[src/shared/pwmart_defines.vh]
// Operation
// - Enable bit low freezes prescaler and counter; high lets counter run.
// - Force-reload bit is write-only and always reads back as zero.
// - Writing force-reload loads reload value into counter and clears prescaler.
// - Overflow interrupt request is flag AND overflow interrupt enable.
// - Overflow from FFh sets flag; reading control/status register clears it.
// - Counter access register reads or writes the live counter while running.
// - Every overflow loads the reload value into the counter.
// - At the overflow reload each output takes its polarity-given level.
// - Each output-enable bit connects or disconnects its channel's pin.
// - Polarity 0 gives 1 while counter <= compare, else 0; 1 inverts.
// - Changing a polarity bit inverts that output at once.
// - Duty sets each channel's second edge; first edge is the common reload.
// - Two upper capture control/status bits are reserved and read zero.
// - Edge-select bit 0 captures on falling edge, 1 on rising edge.
// - Each capture channel has its own interrupt enable gating its flag.
// - Capture sets channel flag; reading its capture data register clears it.
// - Capture data register holds counter value of the first capture after its flag was last cleared.
// - Every register resets to zero.
// - Divider field divides the prescaler by two to the field value.
// - Clock select 0 uses CPU clock, 1 uses external clock input.
// - Hidden compare registers load from duty registers only at overflow.
// - At compare match the output returns to the level opposite overflow.
`ifndef PWMART_DEFINES_VH
`define PWMART_DEFINES_VH

// Register indexes, byte address is four times the index
`define PWMART_IDX_DUTY3 8'h73
`define PWMART_IDX_DUTY2 8'h74
`define PWMART_IDX_DUTY1 8'h75
`define PWMART_IDX_DUTY0 8'h76
`define PWMART_IDX_PWMCTL 8'h77
`define PWMART_IDX_CSR 8'h78
`define PWMART_IDX_CAR 8'h79
`define PWMART_IDX_ARR 8'h7a
`define PWMART_IDX_ICCSR 8'h7b
`define PWMART_IDX_CAPT1 8'h7c
`define PWMART_IDX_CAPT2 8'h7d

// Control/status fields
`define PWMART_CSR_EXTERNAL_CLOCK_SELECT 7
`define PWMART_CSR_CC_HI 6
`define PWMART_CSR_CC_LO 4
`define PWMART_CSR_TCE 3
`define PWMART_CSR_FORCE_RELOAD 2
`define PWMART_CSR_OIE 1
`define PWMART_CSR_OVF 0

// PWM control fields
`define PWMART_PCR_OE_HI 7
`define PWMART_PCR_OE_LO 4
`define PWMART_PCR_OP_HI 3
`define PWMART_PCR_OP_LO 0

// Capture control/status fields
`define PWMART_ICS_CS_HI 5
`define PWMART_ICS_CS_LO 4
`define PWMART_ICS_CIE_HI 3
`define PWMART_ICS_CIE_LO 2

// Values and widths
`define PWMART_RST_VAL 8'h00
`define PWMART_CNT_TOP 8'hff
`define PWMART_ADDR_W 12

`endif

[src/verilog/pwmart_timer.v]
// Decided for this implementation: the APB register port.
`timescale 1ns/1ps
`default_nettype none
`include "pwmart_defines.vh"

module pwmart_timer
(
  input wire clk,
  input wire rst,
  input wire ce,
  input wire psel,
  input wire penable,
  input wire pwrite,
  input wire [`PWMART_ADDR_W-1:0] paddr,
  input wire [31:0] pwdata,
  output wire pready,
  output wire [31:0] prdata,
  output wire pslverr,
  input wire ext_clock_pin,
  input wire [1:0] capture_input_pin,
  output wire [3:0] pwm_output_pin,
  output wire [3:0] pwm_pin_drive,
  output wire overflow_irq,
  output wire [1:0] capture_irq
);

  // Register index match, upper address bits must be zero
  function hit;
    input [`PWMART_ADDR_W-1:0] a;
    input [7:0] i;
    begin
      hit = (a[`PWMART_ADDR_W-1:2] == {2'b00, i});
    end
  endfunction

  reg [7:0] duty_q [0:3];
  reg [7:0] hidden_compare_q [0:3];
  reg [7:0] pwm_output_control_q;
  reg external_clock_select_q;
  reg [2:0] clock_divider_field_q;
  reg counter_run_enable_q;
  reg overflow_irq_enable_q;
  reg overflow_flag_q;
  reg [7:0] cnt_q;
  reg [6:0] presc_q;
  reg [7:0] reload_value_q;
  reg [1:0] capture_edge_sel_q;
  reg [1:0] capture_irq_enables_q;
  reg [1:0] capture_flags_q;
  reg [7:0] capture_data_q [0:1];
  reg [31:0] prdata_q;
  reg ovf_seen_q;
  reg [1:0] cf_seen_q;
  reg [3:0] pwm_q;
  reg [2:0] ext_sync_q;
  reg [2:0] cap_sync0_q;
  reg [2:0] cap_sync1_q;
  reg [31:0] rd_mux;
  reg mapped;

  wire wr_acc = psel & penable & pwrite & ce;
  wire rd_setup = psel & ~penable & ~pwrite & ce;
  wire rd_acc = psel & penable & ~pwrite & ce;

  wire csr_wr = wr_acc & hit(paddr, `PWMART_IDX_CSR);
  wire car_wr = wr_acc & hit(paddr, `PWMART_IDX_CAR);
  wire force_reload_wr = csr_wr & pwdata[`PWMART_CSR_FORCE_RELOAD];

  // External clock rising edge after two-stage synchroniser
  wire ext_rise = ext_sync_q[1] & ~ext_sync_q[2];
  wire tick = external_clock_select_q ? ext_rise : 1'b1;
  wire [6:0] div_mask = ~(7'h7f << clock_divider_field_q);
  wire step = counter_run_enable_q & tick &
    ((presc_q & div_mask) == div_mask);
  wire ovf_evt = step & (cnt_q == `PWMART_CNT_TOP) & ~car_wr & ~force_reload_wr;

  assign pready = ce;
  assign prdata = prdata_q;
  assign pslverr = psel & penable & ~mapped;
  assign overflow_irq = overflow_flag_q & overflow_irq_enable_q;
  assign capture_irq = capture_flags_q & capture_irq_enables_q;
  assign pwm_output_pin = pwm_q;
  assign pwm_pin_drive =
    pwm_output_control_q[`PWMART_PCR_OE_HI:`PWMART_PCR_OE_LO];

  // Address decode and read data
  always @*
  begin
    mapped = 1'b1;
    rd_mux = 32'h0000_0000;
    if (hit(paddr, `PWMART_IDX_DUTY3))
      rd_mux[7:0] = duty_q[3];
    else if (hit(paddr, `PWMART_IDX_DUTY2))
      rd_mux[7:0] = duty_q[2];
    else if (hit(paddr, `PWMART_IDX_DUTY1))
      rd_mux[7:0] = duty_q[1];
    else if (hit(paddr, `PWMART_IDX_DUTY0))
      rd_mux[7:0] = duty_q[0];
    else if (hit(paddr, `PWMART_IDX_PWMCTL))
      rd_mux[7:0] = pwm_output_control_q;
    else if (hit(paddr, `PWMART_IDX_CSR))
      rd_mux[7:0] = {external_clock_select_q, clock_divider_field_q,
        counter_run_enable_q, 1'b0, overflow_irq_enable_q,
        overflow_flag_q};
    else if (hit(paddr, `PWMART_IDX_CAR))
      rd_mux[7:0] = cnt_q;
    else if (hit(paddr, `PWMART_IDX_ARR))
      rd_mux[7:0] = reload_value_q;
    else if (hit(paddr, `PWMART_IDX_ICCSR))
      rd_mux[7:0] = {2'b00, capture_edge_sel_q, capture_irq_enables_q,
        capture_flags_q};
    else if (hit(paddr, `PWMART_IDX_CAPT1))
      rd_mux[7:0] = capture_data_q[0];
    else if (hit(paddr, `PWMART_IDX_CAPT2))
      rd_mux[7:0] = capture_data_q[1];
    else
      mapped = 1'b0;
  end

  // Read data latched in setup, flags seen there are the ones cleared
  always @(posedge clk)
  begin
    if (rst)
    begin
      prdata_q <= 32'h0000_0000;
      ovf_seen_q <= 1'b0;
      cf_seen_q <= 2'b00;
    end
    else if (rd_setup)
    begin
      prdata_q <= rd_mux;
      ovf_seen_q <= hit(paddr, `PWMART_IDX_CSR) & overflow_flag_q;
      cf_seen_q[0] <= hit(paddr, `PWMART_IDX_CAPT1) & capture_flags_q[0];
      cf_seen_q[1] <= hit(paddr, `PWMART_IDX_CAPT2) & capture_flags_q[1];
    end
  end

  // Software-written control registers
  always @(posedge clk)
  begin
    if (rst)
    begin
      duty_q[0] <= `PWMART_RST_VAL;
      duty_q[1] <= `PWMART_RST_VAL;
      duty_q[2] <= `PWMART_RST_VAL;
      duty_q[3] <= `PWMART_RST_VAL;
      pwm_output_control_q <= `PWMART_RST_VAL;
      external_clock_select_q <= 1'b0;
      clock_divider_field_q <= 3'h0;
      counter_run_enable_q <= 1'b0;
      overflow_irq_enable_q <= 1'b0;
      reload_value_q <= `PWMART_RST_VAL;
      capture_edge_sel_q <= 2'b00;
      capture_irq_enables_q <= 2'b00;
    end
    else if (wr_acc)
    begin
      if (hit(paddr, `PWMART_IDX_DUTY3))
        duty_q[3] <= pwdata[7:0];
      else if (hit(paddr, `PWMART_IDX_DUTY2))
        duty_q[2] <= pwdata[7:0];
      else if (hit(paddr, `PWMART_IDX_DUTY1))
        duty_q[1] <= pwdata[7:0];
      else if (hit(paddr, `PWMART_IDX_DUTY0))
        duty_q[0] <= pwdata[7:0];
      else if (hit(paddr, `PWMART_IDX_PWMCTL))
        pwm_output_control_q <= pwdata[7:0];
      else if (hit(paddr, `PWMART_IDX_CSR))
      begin
        external_clock_select_q <= pwdata[`PWMART_CSR_EXTERNAL_CLOCK_SELECT];
        clock_divider_field_q <=
          pwdata[`PWMART_CSR_CC_HI:`PWMART_CSR_CC_LO];
        counter_run_enable_q <= pwdata[`PWMART_CSR_TCE];
        overflow_irq_enable_q <= pwdata[`PWMART_CSR_OIE];
      end
      else if (hit(paddr, `PWMART_IDX_ARR))
        reload_value_q <= pwdata[7:0];
      else if (hit(paddr, `PWMART_IDX_ICCSR))
      begin
        capture_edge_sel_q <= pwdata[`PWMART_ICS_CS_HI:`PWMART_ICS_CS_LO];
        capture_irq_enables_q <=
          pwdata[`PWMART_ICS_CIE_HI:`PWMART_ICS_CIE_LO];
      end
    end
  end

  // Prescaler and auto-reload counter
  always @(posedge clk)
  begin
    if (rst)
    begin
      cnt_q <= `PWMART_RST_VAL;
      presc_q <= 7'h00;
    end
    else if (ce)
    begin
      if (car_wr)
      begin
        cnt_q <= pwdata[7:0];
        presc_q <= 7'h00;
      end
      else if (force_reload_wr)
      begin
        cnt_q <= reload_value_q;
        presc_q <= 7'h00;
      end
      else if (counter_run_enable_q & tick)
      begin
        presc_q <= presc_q + 7'h01;
        if (ovf_evt)
          cnt_q <= reload_value_q;
        else if (step)
          cnt_q <= cnt_q + 8'h01;
      end
    end
  end

  // Overflow flag, set wins over read clear
  always @(posedge clk)
  begin
    if (rst)
      overflow_flag_q <= 1'b0;
    else if (ce)
      overflow_flag_q <= ovf_evt | (overflow_flag_q &
        ~(rd_acc & hit(paddr, `PWMART_IDX_CSR) & ovf_seen_q));
  end

  // Pin synchronisers, third stage only for edge detection
  always @(posedge clk)
  begin
    if (rst)
    begin
      ext_sync_q <= 3'b000;
      cap_sync0_q <= 3'b000;
      cap_sync1_q <= 3'b000;
    end
    else if (ce)
    begin
      ext_sync_q <= {ext_sync_q[1:0], ext_clock_pin};
      cap_sync0_q <= {cap_sync0_q[1:0], capture_input_pin[0]};
      cap_sync1_q <= {cap_sync1_q[1:0], capture_input_pin[1]};
    end
  end

  wire [1:0] cap_now = {cap_sync1_q[1], cap_sync0_q[1]};
  wire [1:0] cap_old = {cap_sync1_q[2], cap_sync0_q[2]};

  // Capture channels
  genvar c;
  generate
    for (c = 0; c < 2; c = c + 1)
    begin : g_capt
      wire edge_hit = capture_edge_sel_q[c] ?
        (cap_now[c] & ~cap_old[c]) : (~cap_now[c] & cap_old[c]);
      wire cap_evt = edge_hit & ~capture_flags_q[c];
      wire rd_clr = rd_acc & cf_seen_q[c] & hit(paddr,
        c == 0 ? `PWMART_IDX_CAPT1 : `PWMART_IDX_CAPT2);
      always @(posedge clk)
      begin
        if (rst)
        begin
          capture_flags_q[c] <= 1'b0;
          capture_data_q[c] <= `PWMART_RST_VAL;
        end
        else if (ce)
        begin
          capture_flags_q[c] <= cap_evt |
            (capture_flags_q[c] & ~rd_clr);
          if (cap_evt)
            capture_data_q[c] <= cnt_q;
        end
      end
    end
  endgenerate

  // PWM channels
  genvar p;
  generate
    for (p = 0; p < 4; p = p + 1)
    begin : g_pwm
      wire pol = pwm_output_control_q[`PWMART_PCR_OP_LO + p];
      wire oe = pwm_output_control_q[`PWMART_PCR_OE_LO + p];
      // Level high from reload up to compare, low past it
      wire raw = (cnt_q <= hidden_compare_q[p]);
      always @(posedge clk)
      begin
        if (rst)
        begin
          hidden_compare_q[p] <= `PWMART_RST_VAL;
          pwm_q[p] <= 1'b0;
        end
        else if (ce)
        begin
          if (ovf_evt)
            hidden_compare_q[p] <= duty_q[p];
          // Polarity applied combinationally to the raw level
          pwm_q[p] <= oe & (raw ^ pol);
        end
      end
    end
  endgenerate

endmodule // pwmart_timer
`default_nettype wire

[config.mk]
export PLATFORM = sky130hd
export DESIGN_NAME = pwmart_timer
export DESIGN_NICKNAME = d
export VERILOG_FILES = /design/src/verilog/pwmart_timer.v
export VERILOG_INCLUDE_DIRS = /design/src /design/src/shared
export SDC_FILE = /design/constraint.sdc
export NUM_CORES = 1
export LEC_CHECK = 0
export BUFFER_PORTS_ARGS = -buffer_cell sky130_fd_sc_hd__clkbuf_2
export CAP_MARGIN = 10
export CORE_MARGIN = 1.5
export CORE_UTILIZATION = 55
export CTS_CLUSTER_SIZE = 16
export DETAILED_ROUTE_END_ITERATION = 6
export GPL_TIMING_DRIVEN = 0
export PLACE_DENSITY = 0.81
export SLEW_MARGIN = 0
export SYNTH_ARGS = -nofsm -noshare
export SYNTH_HDL_FRONTEND = slang
export SYNTH_SLANG_ARGS = --single-unit
[constraint.sdc]
create_clock -name clk -period 9.3 [get_ports clk]
set_input_delay 1.395 -clock clk [delete_from_list [all_inputs] [get_ports clk]]
set_output_delay 1.395 -clock clk [all_outputs]
set_load 0.005 [all_outputs]
# --- Yosys cells after proc, flatten, opt, wreduce, memory -nomap -nowiden ---
# Memories as Yosys holds them, arrays and structs flattened.
# Index checks and enable logic that the tools add are counted.
word_totals:
  regBits: 68
  latchBits: 0
  ramBits: 80
  romBits: 0
  inputBits: 53
  out_inout_bits: 45
  wordCells: 216
  n_memories: 3
memory_table:
  columns: ["memory", "words", "width", "rd", "rd_clocked_by_memory_dff", "wr", "line", "source"]
  rows:
  - ["duty_q", 4, 8, 4, 0, 4, "pwmart_timer.v:36", "reg [7:0] duty_q [0:3];"]
  - ["hidden_compare_q", 4, 8, 4, 0, 4, "pwmart_timer.v:37", "reg [7:0] hidden_compare_q [0:3];"]
  - ["capture_data_q", 2, 8, 2, 0, 2, "pwmart_timer.v:50", "reg [7:0] capture_data_q [0:1];"]
classes:
  n_addsub: 2
  n_mul: 0
  div_mod_pow: 0
  n_lt_le_gt_ge: 4
  eq_ne: 13
  shift: 1
  muxes: 79
  n_bitwise: 83
  reduce_logical: 8
ops:
  columns: ["operator", "n"]
  rows:
  - ["two-way mux 8 bit", 26]
  - ["== test 10 x 7 -> 1 bit, second input constant", 11]
  - ["two-way mux 1 bit", 50]
  - ["bitwise AND 1 bit", 41]
  - ["<= comparator 8 bit", 4]
  - ["NOT 1 bit", 22]
  - ["two-way mux 7 bit", 3]
  - ["OR 1 bit", 13]
  - ["AND reduction 9 bit", 1]
  - ["adder 8 x 1 -> 8 bit, second input constant", 1]
  - ["== test 8 bit, second input constant", 1]
  - ["AND reduction 8 bit", 1]
  - ["adder 7 x 1 -> 7 bit, second input constant", 1]
  - ["bitwise AND 7 bit", 1]
  - ["== test 7 bit", 1]
  - ["NOT 7 bit", 1]
  - ["AND reduction 7 bit", 1]
  - ["left shift 7 x 3 -> 7 bit, first input constant", 1]
  - ["AND reduction 6 bit", 1]
  - ["nonzero test 4 bit", 1]
  - ["bitwise XOR 1 bit", 4]
  - ["AND reduction 3 bit", 1]
  - ["nonzero test 3 bit", 1]
  - ["bitwise AND 2 bit", 1]
  - ["AND reduction 2 bit", 1]

# --- Longest topological paths before layout ---
# Gate-level depths: netlist of run 1.
depth:
  word_depth: 14
  mapped_depth: 10
  depth_no_buf: 8

# --- Worst setup path before layout of run 1 ---
# OpenSTA, ideal clock, no wires.
synth_timing:
  path_kind: "in2reg"
  start: "input port paddr[11]"
  end: "memory hidden_compare_q[0][0] (enable)"
  setup_ps: 478
  t_arrival_ps: 3707
  required_time_ps: 8822
  setup_slack_ps: 5115
  path_stages: 7
  path_buffers: 2
  path_cell_list: "or4b_4 or4_4 buf_6 or3_1 buf_6 nand3_1 nand2_1"
synth_rtl:
  columns: ["element", "line", "source"]
  rows:
  - ["start: declaration", "pwmart_timer.v:14", "input wire [`PWMART_ADDR_W-1:0] paddr,"]
  - ["end: declaration", "pwmart_timer.v:37", null]

# --- Worst setup path after layout of run 1 ---
layout_timing:
  start: "input port paddr[4]"
  end: "output port pslverr"
layout_via:
  elab_chain_cells: 14
  elab_cells_between_ends: 24
  classes_between: "eq/ne: 11; mux: 11; bitwise: 2"
layout_lines:
  columns: ["element", "line", "source"]
  rows:
  - ["== test 10 x 7 -> 1 bit", "pwmart_timer.v:32", "hit = (a[`PWMART_ADDR_W-1:2] == {2'b00, i});"]
  - ["two-way mux 1 bit", "pwmart_timer.v:114", "else if (hit(paddr, `PWMART_IDX_CAPT2))"]
  - ["two-way mux 1 bit", "pwmart_timer.v:112", "else if (hit(paddr, `PWMART_IDX_CAPT1))"]
  - ["two-way mux 1 bit", "pwmart_timer.v:109", "else if (hit(paddr, `PWMART_IDX_ICCSR))"]
  - ["two-way mux 1 bit", "pwmart_timer.v:107", "else if (hit(paddr, `PWMART_IDX_ARR))"]
  - ["two-way mux 1 bit", "pwmart_timer.v:105", "else if (hit(paddr, `PWMART_IDX_CAR))"]
  - ["two-way mux 1 bit", "pwmart_timer.v:101", "else if (hit(paddr, `PWMART_IDX_CSR))"]
  - ["two-way mux 1 bit", "pwmart_timer.v:99", "else if (hit(paddr, `PWMART_IDX_PWMCTL))"]
  - ["two-way mux 1 bit", "pwmart_timer.v:97", "else if (hit(paddr, `PWMART_IDX_DUTY0))"]
  - ["two-way mux 1 bit", "pwmart_timer.v:95", "else if (hit(paddr, `PWMART_IDX_DUTY1))"]
  - ["two-way mux 1 bit", "pwmart_timer.v:93", "else if (hit(paddr, `PWMART_IDX_DUTY2))"]
  - ["two-way mux 1 bit (*)", "pwmart_timer.v:91", "if (hit(paddr, `PWMART_IDX_DUTY3))"]
  - ["NOT 1 bit (*)", "pwmart_timer.v:79", "assign pslverr = psel & penable & ~mapped;"]
  - ["bitwise AND 1 bit (*)", "pwmart_timer.v:79", null]
  - ["end: declaration", "pwmart_timer.v:18", "output wire pslverr,"]
# Every way passes the cells marked *; elsewhere a longest branch is shown, timed or not.

==> flow_summary_export.csv, run 1 <==
group,metric,value,unit
run_status,status,"completed",
synth,synthTopCellsByArea,"edfxtp_1, dfxtp_1, ha_1, and2_1, nor2_1",
drt,vias,7025,
clock_tree,insertion_delay,440,ps
die,start_util,56.7,%
global_route,grt_pass1_wl,35900,um
die,design.core.area,14600,um2
synth,synth_edf_count,80,
clock_tree,clk_pin_slew,60,ps
drt,drc,0,
timing,fmax,0.208,GHz
global_route,grt.met2_usage,46.6,%
timing,rsz0062_at_grt,"false",
finish,synthToLayoutAreaGrowth,14.0,%
drt,drtIter0Drc,884,
timing,fin_worst_skew,6.26,ps
drt,routed_wirelength,23800,um
die,pin_count,98,
finish,multi_input_area,4020,um2
synth,synthCells,855,
placement,dpl.hpwl,17100,um
critical_path,cp-start-kind,"primary input",
synth,ys_seq_area_share,45.5,%
global_route,grt.total_usage,30.5,%
synth,synthTopCellsByCount,"edfxtp_1, nor2_1, dfxtp_1",
timing,max_slew.worst_pin.slew,1180,ps
finish,n_antenna_cell,0,
global_route,antenna_found_initial,0,
clock_tree,clkSinkCount,148,
clock_tree,h-tree-depth,4,
synth,synthArstFlopShare,0,%
global_route,grt_max_degree,26,
global_route,use_met3,7.69,%
worst_hold_path,hp-start,"ovf_seen_q$_SDFFE_PP0P_",
die,rows,44,
die,die_y,126,um
critical_path,r2r_setup_slack,5990,ps
worst_hold_path,hp-class,"reg2reg",
power_and_ir_drop,p_per_area,159,nW/um2
drt,avgViaCountPerCell,6.16,
clock_tree,holdBufCountCts,0,
power_and_ir_drop,p_leak,3.90,nW
global_route,gr-total-overflow,0,
flow_run,drv_cap,0,
placement,io_buffers,45,
critical_path,worstSetupEndpointType,"output port",
worst_hold_path,hold_path_end,"ovf_seen_q$_SDFFE_PP0P_",
critical_path,critPathKind,"in2out",
global_route,first_global_vias,6366,
timing,period_share,51.6,%
critical_path,startpoint,"paddr[4]",
timing,setup_tns,0,ps
critical_path,r2r-start,"cnt_q[1]$_SDFFE_PP0P_",
drt,drt-pass1-iter-count,6,
placement,gp_congestion,1.10,
clock_tree,cts_tree,"done",
clock_tree,numCtsBuffers,17,
critical_path,cp_max_fo,10,
worst_hold_path,hold_depth,2,
critical_path,rr_endpoint,"hidden_compare_q[1][2]$_SDFFCE_PN0P_",
timing,max_slew_margin,20.8,%
critical_path,cp.arrival,3410,ps
clock_tree,postCtsSetupBuffers,0,
synth,yosys_warnings,0,
timing,slew_viol_final,0,
finish,fill_cells,1165,
finish,drive_above_1_share,16.3,%
global_route,grt_busiest_layer,"met2",
synth,synth_largest_area_cell,"edfxtp_1",
critical_path,crit_required,7910,ps
synth,ys_ff_latch,148,
timing,fin_crit,4800,ps
drt,wl_per_cell,20.8,um
critical_path,reg2regPathDepth,8,
synth,synthFlopType,"edfxtp_1",
timing,final-hold-violation-count,0,
die,die_area,15800,um2
global_route,use_met1,39.3,%
drt,antenna_left,0,
synth,synth_cell_type_count,74,
power_and_ir_drop,totalPowerFinal,1.50,mW
clock_tree,cts_max_path_buffers,2,
synth,syn_avg_cell_area,9.68,um2
synth,synth_top_area_share,29.0,%
finish,seqCellArea,3760,um2
power_and_ir_drop,worst_ir_drop_vdd,183,uV
die,die_width,126,um
synth,netlist_area,8280,um2
clock_tree,clk_root_buffer_cell,"clkbuf_16",
finish,nets,1031,
clock_tree,cts.repair.resized,0,
timing,setup_viol,0,
## layout by cell type, fill, tap and decap left out, types with 5 or more instances in the layout
cell and count:
edfxtp_1 80, inv_1 39, nor2b_1 9, a32oi_1 6
a221oi_1 7, xor2_1 8, and2_4 30, mux2i_1 26
xnor2_1 8, ha_1 34, nand2b_1 8, buf_4 29
a21o_1 12, conb_1 24, or3_1 5, nand3_1 21
clkbuf_2 45, nand2_1 52, and2_1 52, nor3_1 11
a211oi_1 7, nand4_1 11, dfxtp_1 68, a31oi_1 7
clkbuf_16 17, buf_6 5, a21oi_1 47, o21ai_0 55
and3_1 11, clkbuf_1 36, nor2_1 80
## logic make-up after synthesis
logic type / after synthesis / synth area share, %
multiplexers: 26 / 3.14
XOR/XNOR: 16 / 1.69
flip-flops: 148 / 45.5
AND/OR/NAND/NOR: 315 / 21.3
other: 1 / 0.0453
adder cells (fa/ha/maj): 34 / 5.14
AO/OA/AOI/OAI: 200 / 16.2
buffers and inverters: 115 / 7.02
## where the power goes
group	internal, mW	switching [mW]	total [mW]
registers	0.707	0.0116	0.718
clock network	0.395	0.279	0.674
logic	0.0335	0.0697	0.103
total	1.13	0.361	1.50
## worst max-delay path, cell delays in order
cell	delay [ps]
clkbuf_2	140
clkbuf_1	370
clkbuf_1	410
clkbuf_1	490
nand3_1	150
a31oi_1	280
clkbuf_2	160
## stage by stage
stage	cells	area (um2)	util, %	hold slack [ps]	setup WS (ps)
after CTS	1140	9430	64.6	458	4650
after detailed placement	1108	8840	60.6	448	4670
after global placement	1107	8820	60.4	440	4570
after global routing	1141	9430	64.6	497	4470
after floorplan	878	8360	-	432	5110
final	1141	9430	64.6	462	4500
## layout make-up
type | count | area share (%)
Multi-Input combinational cell | 615 | 42.6
Inverter | 40 | 1.59
Timing Repair Buffer | 47 | 2.73
Tap cell | 184 | 2.44
Clock buffer | 17 | 4.51
Sequential cell | 148 | 39.9
Buffer | 75 | 4.56
Clock inverter | 15 | 1.66
## state kept, by name, summed over array words and instances, names as in the netlist, 4 cells and up
register and flops:
hidden_compare_q 32, pwm_output_control_q 8, cnt_q 8, pwm_output_pin 4, reload_value_q 8, capture_data_q 16
duty_q 32, presc_q 7, prdata 8
## layer usage
layer	part of all wire, %	vias to the layer above
li1	-	3218
met1	39	3208
met2	44	485
met3	12	114
met4	6.1	0
met5	0	-
## worst max path at each step
stage | depth (start not counted) | end | slack [ps]
after detailed placement | 7 | pslverr | 4670
after CTS | 7 | pslverr | 4650
after global routing | 7 | pslverr | 4470
final | 7 | pslverr | 4500
after floorplan | 7 | hidden_compare_q[0][0]$_SDFFCE_PN0P_ | 5110
after global placement | 8 | hidden_compare_q[0][2]$_SDFFCE_PN0P_ | 4570
(Power assumes the default switching activity.)
==> run 2, diff against run 1 <==
--- a/config.mk
+++ b/config.mk
@@ -9,7 +9,7 @@
 export BUFFER_PORTS_ARGS = -buffer_cell sky130_fd_sc_hd__clkbuf_2
 export CAP_MARGIN = 10
 export CORE_MARGIN = 1.5
-export CORE_UTILIZATION = 55
+export CORE_UTILIZATION = 53
 export CTS_CLUSTER_SIZE = 16
 export DETAILED_ROUTE_END_ITERATION = 6
 export GPL_TIMING_DRIVEN = 0
==> constraint.sdc (replaced) <==
create_clock -name clk -period 4.1 [get_ports clk]
set_input_delay 0.615 -clock clk [delete_from_list [all_inputs] [get_ports clk]]
set_output_delay 0.615 -clock clk [all_outputs]
set_load 0.005 [all_outputs]
==> run 2 against run 1 <==
Compared with the run above: clock power increased by 130%; non-clock buffer count unchanged; largest cell class unchanged; routed wire length increased by 1.7%; global-route usage increased by 0.22 points; register-to-register slack got worse by 5300 ps; worst setup slack got worse by 3800 ps; sequential share of layout area decreased by 0.13 points; combinational power increased by 130%; critical path type is now reg2reg; hold slack got worse by 42 ps; die area increased by 3.7%; first-iteration DRC count decreased by 3.2%; clock-buffer cell count increased by 6.
==> flow_summary_export.csv, run 2 (same netlist as run 1, synthesis figures left out) <==
group,metric,value,unit
placement,gp_congestion,0.984,
worst_hold_path,hp-start,"capture_input_pin[0]",
drt,antenna_left,0,
finish,final_area,9460,um2
placement,dpl.hpwl,17600,um
power_and_ir_drop,p_leak,3.92,nW
finish,top_regs,"duty_q x32, hidden_compare_q x32, capture_data_q x16",
timing,max_slew_margin,13.5,%
critical_path,worstSetupEndpointType,"flip-flop",
power_and_ir_drop,pwr-share-clk,45.8,%
placement,io_buffers,45,
die,design.core.area,15200,um2
critical_path,cp_max_fo,24,
clock_tree,clk_pin_slew,60,ps
timing,period_share,82.3,%
power_and_ir_drop,worst_ir_drop_vdd,316,uV
power_and_ir_drop,switchingPower,0.797,mW
power_and_ir_drop,p_per_area,363,nW/um2
global_route,grt.total_usage,30.7,%
timing,setup_tns,0,ps
clock_tree,clk_root_buffer_cell,"clkbuf_16",
clock_tree,cts.repair.resized,0,
global_route,grt_max_degree,25,
finish,drive_above_1_share,16.2,%
placement,dpl_cell_area,8850,um2
clock_tree,h-tree-depth,4,
finish,synthToLayoutAreaGrowth,14.3,%
timing,rsz0062_at_grt,"false",
timing,final-hold-violation-count,0,
critical_path,critPathKind,"reg2reg",
global_route,antenna_found_initial,0,
clock_tree,clkSinkCount,148,
timing,max_slew.worst_pin.slew,1290,ps
clock_tree,cts_max_path_buffers,2,
critical_path,cp.arrival,3500,ps
critical_path,cp-start-kind,"flip-flop",
drt,wl_per_cell,21.1,um
power_and_ir_drop,seqPwrFrac,47.4,%
power_and_ir_drop,p_int,2.64,mW
critical_path,crit_required,4230,ps
power_and_ir_drop,p_comb_share,6.8,%
timing,fmax,0.297,GHz
drt,avgViaCountPerCell,6.14,
power_and_ir_drop,totalPowerFinal,3.44,mW
run_status,status,"completed",
global_route,gr-total-overflow,0,
finish,n_antenna_cell,0,
timing,fin_worst_skew,7.93,ps
flow_run,drv_cap,0,
finish,stdcell_count,1145,
clock_tree,numCtsBuffers,17,
drt,vias,7033,
finish,mostFrequentLayoutCells,"nor2_1, edfxtp_1, dfxtp_1",
placement,dp.cells,1112,
die,die_y,128,um
drt,drc,0,
timing,fin_crit,3370,ps
critical_path,startpoint,"cnt_q[4]$_SDFFE_PP0P_",
drt,drtIter0Drc,856,
timing,whs,420,ps
drt,routed_wirelength,24200,um
clock_tree,cts_tree,"done",
global_route,grt_pass1_wl,37100,um
clock_tree,insertion_delay,430,ps
timing,slew_viol_final,0,
die,start_util,54.4,%
global_route,first_global_vias,6449,
die,die_area,16400,um2
finish,fill_cells,1260,
drt,drt-pass1-iter-count,5,
finish,fin_util,62.2,%
die,rows,45,
critical_path,r2r-start,"cnt_q[4]$_SDFFE_PP0P_",
placement,pre_cts_ws,508,ps
timing,setup_ws,727,ps
timing,setup_viol,0,
clock_tree,holdBufCountCts,0,
worst_hold_path,hp-class,"in2reg",
finish,nets,1031,
clock_tree,postCtsSetupBuffers,0,
power_and_ir_drop,sw_frac_of_total,23.2,%
die,die_width,128,um
die,pin_count,98,
run 2: cell count changes in the layout (fill, tap and decap cells not counted):
cell        change
clkbuf_16       +3
clkinv_4        -3
clkinvlp_4      -3
clkbuf_1        +2
inv_4           +2
buf_2           -1
bufinv_16       -1
clkbuf_2        +1
clkbuf_8        +1
clkinv_1        -1
run 2: power groups by stage:
| stage | Combinational, mW | Sequential, mW | Clock [mW] |
|---|---|---|---|
| 6_report | 0.234 | 1.63 | 1.57 |
| 5_1_grt | 0.253 | 1.63 | 1.64 |
| 4_1_cts | 0.226 | 1.63 | 1.58 |
| 3_5_place_dp | 0.224 | 1.66 | 0 |
| 3_3_place_gp | 0.219 | 1.66 | 0 |
| 2_1_floorplan | 0.142 | 1.65 | 0 |
run 2: final cells by class:
class	instances	area, um2	area share, %
sequential	148	3760	39.8
timing repair buffer	47	258	2.72
tap	188	235	2.49
multi-input combinational	615	4020	42.5
buffer	75	430	4.55
clock inverter	9	86.3	0.912
clock buffer	23	522	5.51
inverter	40	150	1.59
run 2: path summary, 6_finish.rpt:
path,to,slack [ps],cells past startpoint
min,cap_sync0_q[0]$_SDFFE_PP0P_,420,3
min reg2reg,ovf_seen_q$_SDFFE_PP0P_,470,2
max,hidden_compare_q[0][4]$_SDFFCE_PN0P_,730,8
max reg2reg,hidden_compare_q[0][4]$_SDFFCE_PN0P_,730,8
run 2: per-layer routing:
| metal | track usage [%] | share of wire [%] |
|---|---|---|
| met5 | 0 | 0 |
| met4 | 13.3 | 4.5 |
| met3 | 7.35 | 11 |
| met2 | 46.7 | 43 |
| met1 | 42.0 | 41 |
run 2: critical path, stage by stage, from the launching register on:
cell and delay [ps]:
dfxtp_1 820, and4_1 360, nand4_1 220, or3b_1 430
clkbuf_1 210, nor2_1 150, nand3_1 140, nand2_1 490
buf_16 230
